$ cat src/hw/clk_dll_pkg.sv
/*
 * Package for the memory-clock delay-line control and bus hold-delay block.
 * Holds register offsets, field positions, reset values, timing counts and carrier types.
 * Assumes an 8-bit configuration space reached over a plain strobe port.
 */
package clk_dll_pkg;

    // Register offsets in the configuration space.
    localparam logic [7:0] OFF_PWR_CFG2 = 8'h72;
    localparam logic [7:0] OFF_TAP_SPACING = 8'h76;
    localparam logic [7:0] OFF_PLL_STRAP = 8'he2;
    localparam logic [7:0] OFF_TAP_POS = 8'he3;
    localparam logic [7:0] OFF_DLL_STATUS = 8'hf0;

    // Field positions.
    localparam int BIT_LOOP_EXTEND = 7;
    localparam int BIT_HOLD_HI = 5;
    localparam int BIT_HOLD_LO = 4;
    localparam int BIT_MAX_SPACING = 2;
    localparam int BIT_STRAP_LSB = 4;

    // Reset values of the writable registers, hold field excluded.
    localparam logic [7:0] RST_PWR_CFG2 = 8'h00;
    localparam logic [7:0] RST_TAP_SPACING = 8'h00;

    // Delay line geometry.
    localparam int TAP_COUNT = 128;
    localparam logic [6:0] TAP_MAX = 7'h7f;
    localparam logic [6:0] TAP_LOW_LIMIT = 7'h0c;

    // Phase comparator settle time and derived cycle count at 200 MHz.
    localparam int SETTLE_NS = 40;
    localparam int CLK_PERIOD_PS = 5000;
    localparam int SETTLE_CYC = (SETTLE_NS * 1000 + CLK_PERIOD_PS - 1) / CLK_PERIOD_PS;
    localparam int LOCK_STABLE = 4;

    // The four delay-line modes.
    typedef enum logic [1:0]
    {
        MODE_NORM_NOEXT = 2'h0,
        MODE_NORM_EXT = 2'h1,
        MODE_MAX_NOEXT = 2'h2,
        MODE_MAX_EXT = 2'h3
    } dll_mode_t;

    // Software bus request.
    typedef struct packed
    {
        logic [7:0] addr;
        logic [7:0] wdata;
        logic wr;
        logic rd;
    } reg_req_t;

    // Delay-line status carried to the register file.
    typedef struct packed
    {
        logic locked;
        logic [6:0] tap;
    } dll_stat_t;

endpackage

$ cat src/hw/mem_clk_ctrl.sv
/*
 * Memory-clock delay-line control and bus hold-delay configuration block.
 * Holds the configuration registers, the strap capture, the tap tracker and the hold delay.
 * Assumes straps are stable around reset release and all inputs are synchronous to i_mclk.
 */
`timescale 1ns/1ps

// What this block does
// - Two bits choose one of four modes
// - 128 taps; max spacing lengthens taps
// - Tap position readable at 0xE3 bits 6-0
// - Tap value follows live position when locked
// - Inverted straps seed hold field at reset
// - Undriven pulled-up straps give hold 0b00
// - Software rewrites hold; applied to bus
// - Hold change shifts hold and valid
// - Memory clock 1:1 or doubled at 2:1
// - Core rate from reference and strap
// - PLL strap bits 3-0 readable at 0xE2 bits 7-4
module mem_clk_ctrl
    import clk_dll_pkg::*;
#(
    parameter int TAPS = TAP_COUNT
)
(
    // Clock and reset.
    input wire logic i_mclk,
    input wire logic i_rst_n,
    // Register port.
    input wire logic [7:0] i_addr,
    input wire logic [7:0] i_wdata,
    input wire logic i_wr,
    input wire logic i_rd,
    output logic [7:0] o_rdata,
    // Reset configuration straps.
    input wire logic i_hold_strap_high,
    input wire logic i_hold_strap_low,
    input wire logic [4:0] i_pll_strap,
    input wire logic i_mem_2to1,
    // Phase comparator from the clock feedback loop.
    input wire logic i_phase_late,
    input wire logic i_phase_early,
    // Bused output launch strobe.
    input wire logic i_bus_launch,
    // Derived controls.
    output logic o_bus_launch,
    output logic [1:0] o_bus_output_hold_setting,
    output logic o_max_spacing,
    output logic o_loop_extend,
    output logic o_dll_locked,
    output logic o_mem_clk_double,
    output logic [4:0] o_core_ratio_sel
);

    // The tap field is seven bits; other depths cannot be shown.
    if (TAPS != 128)
    begin : g_chk
        $error("mem_clk_ctrl supports 128 taps only");
    end

    // Bundled register request.
    reg_req_t req;
    assign req = '{addr: i_addr, wdata: i_wdata, wr: i_wr, rd: i_rd};

    // Configuration registers and strap captures.
    logic [7:0] cfg2_q, cfg2_d;
    logic [7:0] spacing_q, spacing_d;
    logic [4:0] pll_q, pll_d;
    logic mem2_q, mem2_d;
    logic seeded_q, seeded_d;
    logic [7:0] rdata_q, rdata_d;

    // Tracker status.
    dll_stat_t stat;
    dll_mode_t mode;

    // Returns true when the request addresses a given offset.
    function automatic logic hit(input reg_req_t r, input logic [7:0] off);
        hit = (r.addr == off);
    endfunction

    // Mode from the two configuration bits.
    assign mode = dll_mode_t'({spacing_q[BIT_MAX_SPACING], cfg2_q[BIT_LOOP_EXTEND]});

    // Tap tracker on the feedback loop.
    dll_tap_tracker #(
        .TAPS(TAPS)
    ) i_dll_tap_tracker (
        .i_mclk(i_mclk),
        .i_rst_n(i_rst_n),
        .i_mode(mode),
        .i_phase_late(i_phase_late),
        .i_phase_early(i_phase_early),
        .o_stat(stat)
    );

    // Hold delay applied to the bused output launch.
    pci_hold_delay i_pci_hold_delay (
        .i_mclk(i_mclk),
        .i_rst_n(i_rst_n),
        .i_setting(cfg2_q[BIT_HOLD_HI:BIT_HOLD_LO]),
        .i_launch(i_bus_launch),
        .o_launch(o_bus_launch)
    );

    // Next register values: strap seeding once after release, then software writes.
    always_comb
    begin
        cfg2_d = cfg2_q;
        spacing_d = spacing_q;
        pll_d = pll_q;
        mem2_d = mem2_q;
        seeded_d = 1'b1;
        if (!seeded_q)
        begin
            // Straps are inverted into the hold field; pulled-up straps yield zero.
            cfg2_d[BIT_HOLD_HI] = ~i_hold_strap_high;
            cfg2_d[BIT_HOLD_LO] = ~i_hold_strap_low;
            pll_d = i_pll_strap;
            mem2_d = i_mem_2to1;
        end
        else if (req.wr)
        begin
            if (hit(req, OFF_PWR_CFG2))
            begin
                cfg2_d = req.wdata;
            end
            else if (hit(req, OFF_TAP_SPACING))
            begin
                spacing_d = req.wdata;
            end
            // Writes to the tap, strap, status or unmapped offsets are dropped.
        end
    end

    // Read data, valid only in the cycle after the read strobe.
    always_comb
    begin
        rdata_d = 8'h00;
        if (req.rd)
        begin
            if (hit(req, OFF_PWR_CFG2))
            begin
                rdata_d = cfg2_q;
            end
            else if (hit(req, OFF_TAP_SPACING))
            begin
                rdata_d = spacing_q;
            end
            else if (hit(req, OFF_PLL_STRAP))
            begin
                rdata_d = {pll_q[3:0], 4'h0};
            end
            else if (hit(req, OFF_TAP_POS))
            begin
                // Live tap once locked, zero before; reading has no effect.
                rdata_d = stat.locked ? {1'b0, stat.tap} : 8'h00;
            end
            else if (hit(req, OFF_DLL_STATUS))
            begin
                rdata_d = {7'h00, stat.locked};
            end
        end
    end

    // Registers all configuration state.
    always_ff @(posedge i_mclk or negedge i_rst_n)
    begin
        if (!i_rst_n)
        begin
            cfg2_q <= RST_PWR_CFG2;
            spacing_q <= RST_TAP_SPACING;
            pll_q <= 5'h00;
            mem2_q <= 1'b0;
            seeded_q <= 1'b0;
            rdata_q <= 8'h00;
        end
        else
        begin
            cfg2_q <= cfg2_d;
            spacing_q <= spacing_d;
            pll_q <= pll_d;
            mem2_q <= mem2_d;
            seeded_q <= seeded_d;
            rdata_q <= rdata_d;
        end
    end

    // Outputs, all from flip-flops.
    assign o_rdata = rdata_q;
    assign o_bus_output_hold_setting = cfg2_q[BIT_HOLD_HI:BIT_HOLD_LO];
    assign o_max_spacing = spacing_q[BIT_MAX_SPACING];
    assign o_loop_extend = cfg2_q[BIT_LOOP_EXTEND];
    assign o_dll_locked = stat.locked;
    assign o_mem_clk_double = mem2_q;
    assign o_core_ratio_sel = pll_q;

    // Hold field carries the inverted straps one cycle after release.
    strap_seed_a: assert property (@(posedge i_mclk) disable iff (!i_rst_n)
        !seeded_q |=> cfg2_q[5:4] == ~$past({i_hold_strap_high, i_hold_strap_low}))
        else $error("hold field not seeded from inverted straps");

    // High straps give a zero hold field.
    strap_high_a: assert property (@(posedge i_mclk) disable iff (!i_rst_n)
        (!seeded_q && i_hold_strap_high && i_hold_strap_low) |=> cfg2_q[5:4] == 2'h0)
        else $error("pulled-up straps did not yield zero hold");

    // A write to the config register reaches the hold output next cycle.
    hold_write_a: assert property (@(posedge i_mclk) disable iff (!i_rst_n)
        (seeded_q && i_wr && i_addr == OFF_PWR_CFG2) |=> o_bus_output_hold_setting == $past(i_wdata[5:4]))
        else $error("hold write not applied");

    // A write to the config register reaches the loop extend output next cycle.
    ext_write_a: assert property (@(posedge i_mclk) disable iff (!i_rst_n)
        (seeded_q && i_wr && i_addr == OFF_PWR_CFG2) |=> o_loop_extend == $past(i_wdata[7]))
        else $error("loop extend write not applied");

    // The max spacing mode bit follows writes to the tap spacing register.
    mode_write_a: assert property (@(posedge i_mclk) disable iff (!i_rst_n)
        (seeded_q && i_wr && i_addr == OFF_TAP_SPACING) |=> o_max_spacing == $past(i_wdata[2]))
        else $error("tap spacing write not applied");

    // Tap read returns the locked live tap one cycle later.
    tap_read_a: assert property (@(posedge i_mclk) disable iff (!i_rst_n)
        (i_rd && i_addr == OFF_TAP_POS && stat.locked) |=> o_rdata == {1'b0, $past(stat.tap)})
        else $error("tap read mismatch");

    // Writes to the tap register change no configuration.
    tap_nowrite_a: assert property (@(posedge i_mclk) disable iff (!i_rst_n)
        (seeded_q && i_wr && i_addr == OFF_TAP_POS) |=> $stable(cfg2_q) && $stable(spacing_q))
        else $error("tap register write had an effect");

    // Strap read shows the low four captured strap bits in the high nibble.
    strap_read_a: assert property (@(posedge i_mclk) disable iff (!i_rst_n)
        (i_rd && i_addr == OFF_PLL_STRAP) |=> o_rdata == {$past(pll_q[3:0]), 4'h0})
        else $error("strap read mismatch");

    // Read data is zero when no read was made.
    idle_read_a: assert property (@(posedge i_mclk) disable iff (!i_rst_n)
        !i_rd |=> o_rdata == 8'h00)
        else $error("read data without read strobe");

endmodule

$ cat src/hw/dll_tap_tracker.sv
/*
 * Delay-line tap tracker: steps the tap point toward the phase reference and flags lock.
 * Assumes the phase comparator outputs are synchronous to i_mclk.
 */
`timescale 1ns/1ps
module dll_tap_tracker
    import clk_dll_pkg::*;
#(
    parameter int TAPS = TAP_COUNT
)
(
    // Clock and reset.
    input wire logic i_mclk,
    input wire logic i_rst_n,
    // Mode and phase comparator.
    input wire dll_mode_t i_mode,
    input wire logic i_phase_late,
    input wire logic i_phase_early,
    // Status.
    output dll_stat_t o_stat
);

    // The tap register is seven bits wide, so only 128 taps fit.
    if (TAPS != 128)
    begin : g_chk
        $error("dll_tap_tracker supports 128 taps only");
    end

    // Current tap, settle counter, and stable-lock counter.
    logic [6:0] tap_q, tap_d;
    logic [3:0] settle_q, settle_d;
    logic [2:0] stab_q, stab_d;
    logic locked_q, locked_d;
    dll_mode_t mode_q, mode_d;

    // Steps the tap once per settle window; a mode change relocks from zero.
    always_comb
    begin
        tap_d = tap_q;
        settle_d = settle_q;
        stab_d = stab_q;
        locked_d = locked_q;
        mode_d = i_mode;
        if (i_mode != mode_q)
        begin
            tap_d = 7'h00;
            settle_d = 4'h0;
            stab_d = 3'h0;
            locked_d = 1'b0;
        end
        else if (settle_q != 4'(SETTLE_CYC - 1))
        begin
            settle_d = settle_q + 4'h1;
        end
        else
        begin
            settle_d = 4'h0;
            if (i_phase_late && tap_q != TAP_MAX)
            begin
                tap_d = tap_q + 7'h01;
            end
            else if (i_phase_early && tap_q != 7'h00)
            begin
                tap_d = tap_q - 7'h01;
            end
            if (i_phase_late == i_phase_early)
            begin
                if (stab_q != 3'(LOCK_STABLE))
                begin
                    stab_d = stab_q + 3'h1;
                end
            end
            else if (!locked_q)
            begin
                stab_d = 3'h0;
            end
            locked_d = locked_q || (stab_d == 3'(LOCK_STABLE));
        end
    end

    // Registers the tracker state.
    always_ff @(posedge i_mclk or negedge i_rst_n)
    begin
        if (!i_rst_n)
        begin
            tap_q <= 7'h00;
            settle_q <= 4'h0;
            stab_q <= 3'h0;
            locked_q <= 1'b0;
            mode_q <= MODE_NORM_NOEXT;
        end
        else
        begin
            tap_q <= tap_d;
            settle_q <= settle_d;
            stab_q <= stab_d;
            locked_q <= locked_d;
            mode_q <= mode_d;
        end
    end

    assign o_stat = '{locked: locked_q, tap: tap_q};

    // A tap moves by at most one step per cycle.
    tap_step_a: assert property (@(posedge i_mclk) disable iff (!i_rst_n)
        (i_mode == mode_q) |=> (tap_q == $past(tap_q) || tap_q == $past(tap_q) + 7'h01
            || tap_q == $past(tap_q) - 7'h01))
        else $error("tap jumped by more than one step");

endmodule

$ cat src/hw/pci_hold_delay.sv
/*
 * Bus output hold-delay selector: delays the launch strobe of bused outputs by the setting.
 * Assumes the launch strobe is a one-cycle pulse on i_mclk.
 */
`timescale 1ns/1ps
module pci_hold_delay
    import clk_dll_pkg::*;
(
    // Clock and reset.
    input wire logic i_mclk,
    input wire logic i_rst_n,
    // Setting and launch.
    input wire logic [1:0] i_setting,
    input wire logic i_launch,
    // Delayed launch.
    output logic o_launch
);

    // Delay chain of three stages; the setting picks zero to three cycles.
    logic [2:0] chain_q, chain_d;

    // Shifts the launch strobe along the chain.
    always_comb
    begin
        chain_d = {chain_q[1:0], i_launch};
    end

    // Registers the chain.
    always_ff @(posedge i_mclk or negedge i_rst_n)
    begin
        if (!i_rst_n)
        begin
            chain_q <= 3'h0;
        end
        else
        begin
            chain_q <= chain_d;
        end
    end

    // Both hold and output-valid move together since one strobe launches the output.
    assign o_launch = (i_setting == 2'h0) ? i_launch : chain_q[i_setting - 2'h1];

    // A launch shows after exactly the chosen delay of two.
    hold_two_a: assert property (@(posedge i_mclk) disable iff (!i_rst_n)
        (i_setting == 2'h2 && i_launch) ##2 (i_setting == 2'h2) |-> o_launch)
        else $error("hold delay of two cycles not applied");

endmodule

$ cat config.mk
export PLATFORM = sky130hd
export DESIGN_NAME = mem_clk_ctrl
export DESIGN_NICKNAME = d
export VERILOG_FILES = /design/src/hw/clk_dll_pkg.sv /design/src/hw/mem_clk_ctrl.sv /design/src/hw/dll_tap_tracker.sv /design/src/hw/pci_hold_delay.sv
export SDC_FILE = /design/constraint.sdc
export NUM_CORES = 1
export LEC_CHECK = 0
export ABC_CLOCK_PERIOD_IN_PS = 5700
export BUFFER_PORTS_ARGS = -buffer_cell sky130_fd_sc_hd__buf_2
export CAP_MARGIN = 20
export CELL_PAD_IN_SITES_DETAIL_PLACEMENT = 0
export CELL_PAD_IN_SITES_GLOBAL_PLACEMENT = 1
export CORE_UTILIZATION = 48
export CTS_BUF_LIST = sky130_fd_sc_hd__clkbuf_4 sky130_fd_sc_hd__clkbuf_8
export DETAILED_ROUTE_END_ITERATION = 16
export PLACE_DENSITY_LB_ADDON = 0.1
export SLEW_MARGIN = 0
export SYNTH_ARGS = -nofsm -noshare
export SYNTH_HDL_FRONTEND = slang
export SYNTH_SLANG_ARGS = --single-unit
$ cat constraint.sdc
create_clock -name i_mclk -period 5.7 [get_ports i_mclk]
set_input_delay 0.285 -clock i_mclk [delete_from_list [all_inputs] [get_ports i_mclk]]
set_output_delay 0.285 -clock i_mclk [all_outputs]
set_load 0.01 [all_outputs]
# Yosys cells after proc, flatten, opt, wreduce, memory -nomap -nowiden
# Cells that the tools add are included.
[totals]
regBits = 51
input_bits = 31
elab_cells = 74
[op_classes]
add_sub_neg = 5
eq_ne = 14
mux = 28
magnitude_cmp = 1
n_bitwise = 3
reduce_logical = 10
[ops]
columns = ["operator", "n"]
rows = [
  ["$mux W7", 6],
  ["$mux W8", 4],
  ["$eq A8 B8 Y1 const B", 3],
  ["$mux W3", 7],
  ["$eq A8 B7 Y1 const B", 2],
  ["$mux W6", 2],
  ["$mux W4", 2],
  ["$add A7 B1 Y7 const B", 1],
  ["$ne A7 B7 Y1 const B", 1],
  ["$reduce_bool A7 Y1", 1],
  ["$sub A7 B1 Y7 const B", 1],
  ["$mux W1", 5],
  ["$add A4 B1 Y4 const B", 1],
  ["$ne A2 B1 Y1 const B", 2],
  ["$ne A4 B3 Y1 const B", 1],
  ["$reduce_and A2 Y1", 2],
  ["$reduce_and A4 Y1", 1],
  ["$add A3 B1 Y3 const B", 1],
  ["$eq A3 B3 Y1 const B", 1],
  ["$lt A2 B3 Y1 const B", 1],
  ["$ne A3 B3 Y1 const B", 1],
  ["$not A1 Y1", 3],
  ["$reduce_and A3 Y1", 1],
  ["$reduce_bool A3 Y1", 1],
  ["other kinds (9)", 10],
]

# Depth between registers and ports, before layout
[depth]
word_depth = 9
ltp_mapped = 9

# By module
# From an unflattened synthesis, not the netlist that was laid out.
[unflattened]
hier_cells = 238
area_unflattened_um2 = 2647.5
[by_module_without_submodules]
columns = ["mod", "n_inst", "cells_per_inst", "area_each_um2"]
rows = [
  ["mem_clk_ctrl", 1, 119, 1448.9],
  ["dll_tap_tracker", 1, 109, 1062.3],
  ["pci_hold_delay", 1, 10, 136.4],
]

# Worst setup path after synthesis
# No wires, ideal clock.
[synth_timing]
path_kind = "reg-to-reg"
startpoint = "register i_dll_tap_tracker.tap_q[5]"
endpoint = "register i_dll_tap_tracker.tap_q[6]"
path_stages_with_launch = 9
path_buffers = 0
required_ns = 5.621
setup_ns = 0.079
arrival_time_ns = 2.047
slack_ns = 3.573
cell_sequence = "dfrtp_1 -> nand4_1 -> o21ai_2 -> ha_1 -> nor2b_1 -> o31a_1 -> o22ai_1 -> mux2i_1 -> mux2i_1"
[synth_between]
elab_chain_len = 5
[synth_rtl]
columns = ["item", "line", "source"]
rows = [
  ["start, declared", "dll_tap_tracker.sv:30", "logic [6:0] tap_q, tap_d;"],
  ["start signal, assigned", "dll_tap_tracker.sv:94", "tap_q <= tap_d;"],
  ["$sub A7 B1 Y7 / $ne A7 B7 Y1 (equally long branches)", "dll_tap_tracker.sv:64, dll_tap_tracker.sv:58", ""],
  ["$mux W7 / $logic_and A1 B1 Y1 (equally long branches)", "dll_tap_tracker.sv:62, dll_tap_tracker.sv:58", ""],
  ["$mux W7", "dll_tap_tracker.sv:58", "if (i_phase_late && tap_q != TAP_MAX)"],
  ["$mux W7", "dll_tap_tracker.sv:51", "else if (settle_q != 4'(SETTLE_CYC - 1))"],
  ["$mux W7", "dll_tap_tracker.sv:44", "if (i_mode != mode_q)"],
]
# Several ways; a longest one is shown, not always the timed one. The select of a mux whose other input is x is not followed.
# A chain may end at the register's enable or synchronous reset.

# Final worst setup path
# Ends and elaborated chain as after synthesis.

==> out/qor.csv <==
stage,metric,value,unit
sta,# setup viols final,0,
sta,worst rel slew slack,52.76,%
global_route,pin count of the biggest net entering global routing,52,
cells_and_area,Area Overhead vs Synth,14.81,%
critical_path,Critical path buffers and inverters,0,
floorplanning,die area,5900,um2
drt,post-route ant nets,0,
critical_path,Critical Path Slowest Stage Cell,dfrtp_1,
drt,Via density,5.293,
sta,Max Fclk,416.9,MHz
sta,Clock Skews,0.005637,ns
critical_path,CP top delay family,compound AO/OA/AOI/OAI gates,
synthesis,Synth Instances,245,
run,total of max-cap violations,0,
sta,RSZ-0062 raised after global routing,no,
drt,via count,1948,
critical_path,CP arrival,2.62,ns
floorplanning,initial core utilization,51.29,%
synthesis,post-synth top area share,47.51,%
floorplanning,Core Region,5238,um2
critical_path,Crit. End Element,register,
global_route,antenna violations before repair,0,
power_and_ir_drop,P per Cell Area,325.5,nW/um2
cts,CTS Sinks,51,
drt,Remaining DRCs,0,
placement,Detail Placement HPWL,4060,um
critical_path,Worst path most repeated cell,mux2i_1,
hold_path,min-delay worst type,input pin to async pin,
cts,CTS Buffer Depth,2,
cts,clk slew on worst S/H paths,0.08,ns
synthesis,Post-synth top flop,dfrtp_1,
drt,initial drt markers,64,
cells_and_area,fraction of layout cells with a size suffix above 1,27.52,%
floorplanning,# IOs,51,
cts,Root Buffer,clkbuf_8,
synthesis,"flops & latches, synth",51,
cts,CTS tree,done,
drt,overall routed net length,5373,um
global_route,total grt overflow,0,
cts,post-CTS setup buffers,0,
synthesis,cell accounting for the most synthesized area,dfrtp_1,
sta,Slew @ Worst Pin,0.7056,ns
synthesis,asr flop ratio synth,100.0,%
synthesis,Commonest cells post-synth,"dfrtp_1 (51), nor2_1 (25), mux2_1 (15), nand2_1 (15), a21oi_1 (13)",
critical_path,nature of the critical path startpoint,register,
placement,Routability Congestion,0.8245,
sta,Fin. Hold Viols,0,
sta,Slew Limit Fails,0,
drt,drt pass-1 iters,4,
synthesis,Syn Nets,287,
critical_path,CP Data Required Time,5.92,ns
floorplanning,die width,76.81,um
global_route,total global routing track utilization,20.32,%
synthesis,synth warn,0,
sta,post-route clock period utilization,42.08,%
cts,clock latency on the worst-skew pair,0.29,ns
global_route,first-pass GRT wire length,9453,um
synthesis,Syn Std Cell Area,2686,um2
synthesis,sequential-to-total area share from yosys stat,47.51,%
cells_and_area,Final #Nets,339,
sta,setup total negative slack,0,ns
cells_and_area,Antenna diodes,0,
floorplanning,cell row count,26,
critical_path,critical path cell sequence,nand4_1 -> o21ai_2 -> ha_1 -> nor2b_1 -> o31a_1 -> o22ai_1 -> mux2i_1 -> mux2i_1,
global_route,vias in the first global route,2012,
synthesis,cell with the most instances after synthesis,dfrtp_1,
power_and_ir_drop,Peak VDD IR,0.0001963,V
synthesis,Yosys cell types,54,
critical_path,largest fanout on the critical path,8,
floorplanning,die height,76.81,um
sta,Hold Slack,0.09125,ns
cts,H-tree depth,2,
drt,wire length per cell,14.60,um
cts,total CTS buffers,5,
critical_path,critical path type,register to register,
sta,fin crit period,2.399,ns
placement,Port-buffer cells,50,
power_and_ir_drop,Lkg Pwr,1.485,nW
synthesis,largest cells by area after synthesis,"dfrtp_1 (48%), mux2_1 (6.3%), ha_1 (4.7%)",
cts,hold_buf cts,0,
run_status,run status,"complete, no violations",
critical_path,max incr delay on CP,0.44,ns
synthesis,Syn Area/Cell,10.96,um2
cts,Resized Gates After CTS,0,
synthesis,Post-synth EDFFs,0,
==> metal layers <==
metal  wire length [um]  global-route usage [%]  share of wire, %
met5                  0                       0                 0
met2               2491                   33.21                46
met4                 47                   5.192              0.87
met1               2620                   27.61                49
met3                214                   3.929               4.0
==> stage by stage <==
stage	power, mW	std cells	setup slack (ns)	instance area, um2	util (%)
after detailed placement	0.8069	360	3.329	2995	57.19
final	1.004	368	3.301	3084	58.89
after global routing	1.087	368	3.166	3084	58.89
after floorplan	0.7191	245	3.573	2686	-
after global placement	0.8065	360	3.421	2995	57.19
after CTS	1.013	368	3.307	3084	58.89
==> cells in the final DEF (no fill, tap or decap), types with 3 or more instances in the layout <==
| master | synthesis | routed |
|---|---|---|
| a21oi_1 | 13 | 13 |
| nor3_1 | 6 | 6 |
| mux2i_1 | 11 | 11 |
| nor2_1 | 25 | 25 |
| dfrtp_1 | 51 | 51 |
| nand3_1 | 6 | 6 |
| a22oi_1 | 4 | 4 |
| a31oi_1 | 3 | 3 |
| clkbuf_8 | 0 | 5 |
| nand2b_1 | 3 | 3 |
| nand4_1 | 3 | 3 |
| ha_1 | 10 | 10 |
| nor2_4 | 3 | 3 |
| mux2_1 | 15 | 15 |
| xnor2_1 | 5 | 5 |
| buf_2 | 2 | 50 |
| nand2_1 | 15 | 15 |
| nor2b_1 | 4 | 4 |
| o21ai_0 | 8 | 8 |
| inv_1 | 8 | 8 |
| mux2_2 | 7 | 7 |
==> sequential cells by signal, indices dropped and copies added, names as in the netlist <==
register / count
cfg2_q: 8
o_mem_clk_double: 1
i_dll_tap_tracker.mode_q: 2
o_rdata: 8
seeded_q: 1
spacing_q: 8
i_dll_tap_tracker.locked_q: 1
i_dll_tap_tracker.settle_q: 4
i_dll_tap_tracker.tap_q: 7
i_dll_tap_tracker.stab_q: 3
o_core_ratio_sel: 5
i_pci_hold_delay.chain_q: 3
==> where the power goes <==
| part | total [mW] | switching (mW) | internal (mW) |
|---|---|---|---|
| registers | 0.483 | 0.0645 | 0.418 |
| logic | 0.321 | 0.167 | 0.154 |
| clock network | 0.200 | 0.109 | 0.0906 |
==> path summary, 6_finish.rpt <==
check / startpoint / to / slack (ns) / cells after the start
min in group i_mclk: i_bus_launch / i_pci_hold_delay.chain_q[0]$_DFF_PN0_ / 0.11 / 1
hold / removal: i_rst_n / o_rdata[7]$_DFF_PN0_ / 0.09 / 2
max in group asynchronous: i_rst_n / i_dll_tap_tracker.tap_q[6]$_DFFE_PN0P_ / 5.19 / 2
hold reg to reg: i_pci_hold_delay.chain_q[0]$_DFF_PN0_ / i_pci_hold_delay.chain_q[1]$_DFF_PN0_ / 0.40 / 0
setup / recovery: i_dll_tap_tracker.tap_q[5]$_DFFE_PN0P_ / i_dll_tap_tracker.tap_q[6]$_DFFE_PN0P_ / 3.30 / 8
setup reg to reg: i_dll_tap_tracker.tap_q[5]$_DFFE_PN0P_ / i_dll_tap_tracker.tap_q[6]$_DFFE_PN0P_ / 3.30 / 8
==> final cells by class <==
cell class / instances / area [um2]
well taps: 70 / 87.58
clock buffers: 6 / 76.32
repair buffers: 52 / 265.3
flip-flops and latches: 51 / 1276
clock inverters: 2 / 12.51
inverters: 9 / 33.78
fillers: 454 / 2153
multi-input cells: 178 / 1333
==> cell families (layout without fill, tap and decap cells) <==
group | after synthesis | count (layout) | share of synthesized area (%)
muxes | 33 | 33 | 13.32
adders and majority gates | 11 | 11 | 5.403
and+or+nand+nor | 82 | 82 | 17.51
xor gates and xnor gates | 8 | 8 | 2.888
AOI/OAI and AO/OA | 43 | 43 | 10.34
other | 1 | 1 | 0.1396
DFF | 51 | 51 | 47.51
buffers and inverters | 16 | 69 | 2.888
No activity file was read; power rests on OpenSTA's default activity.
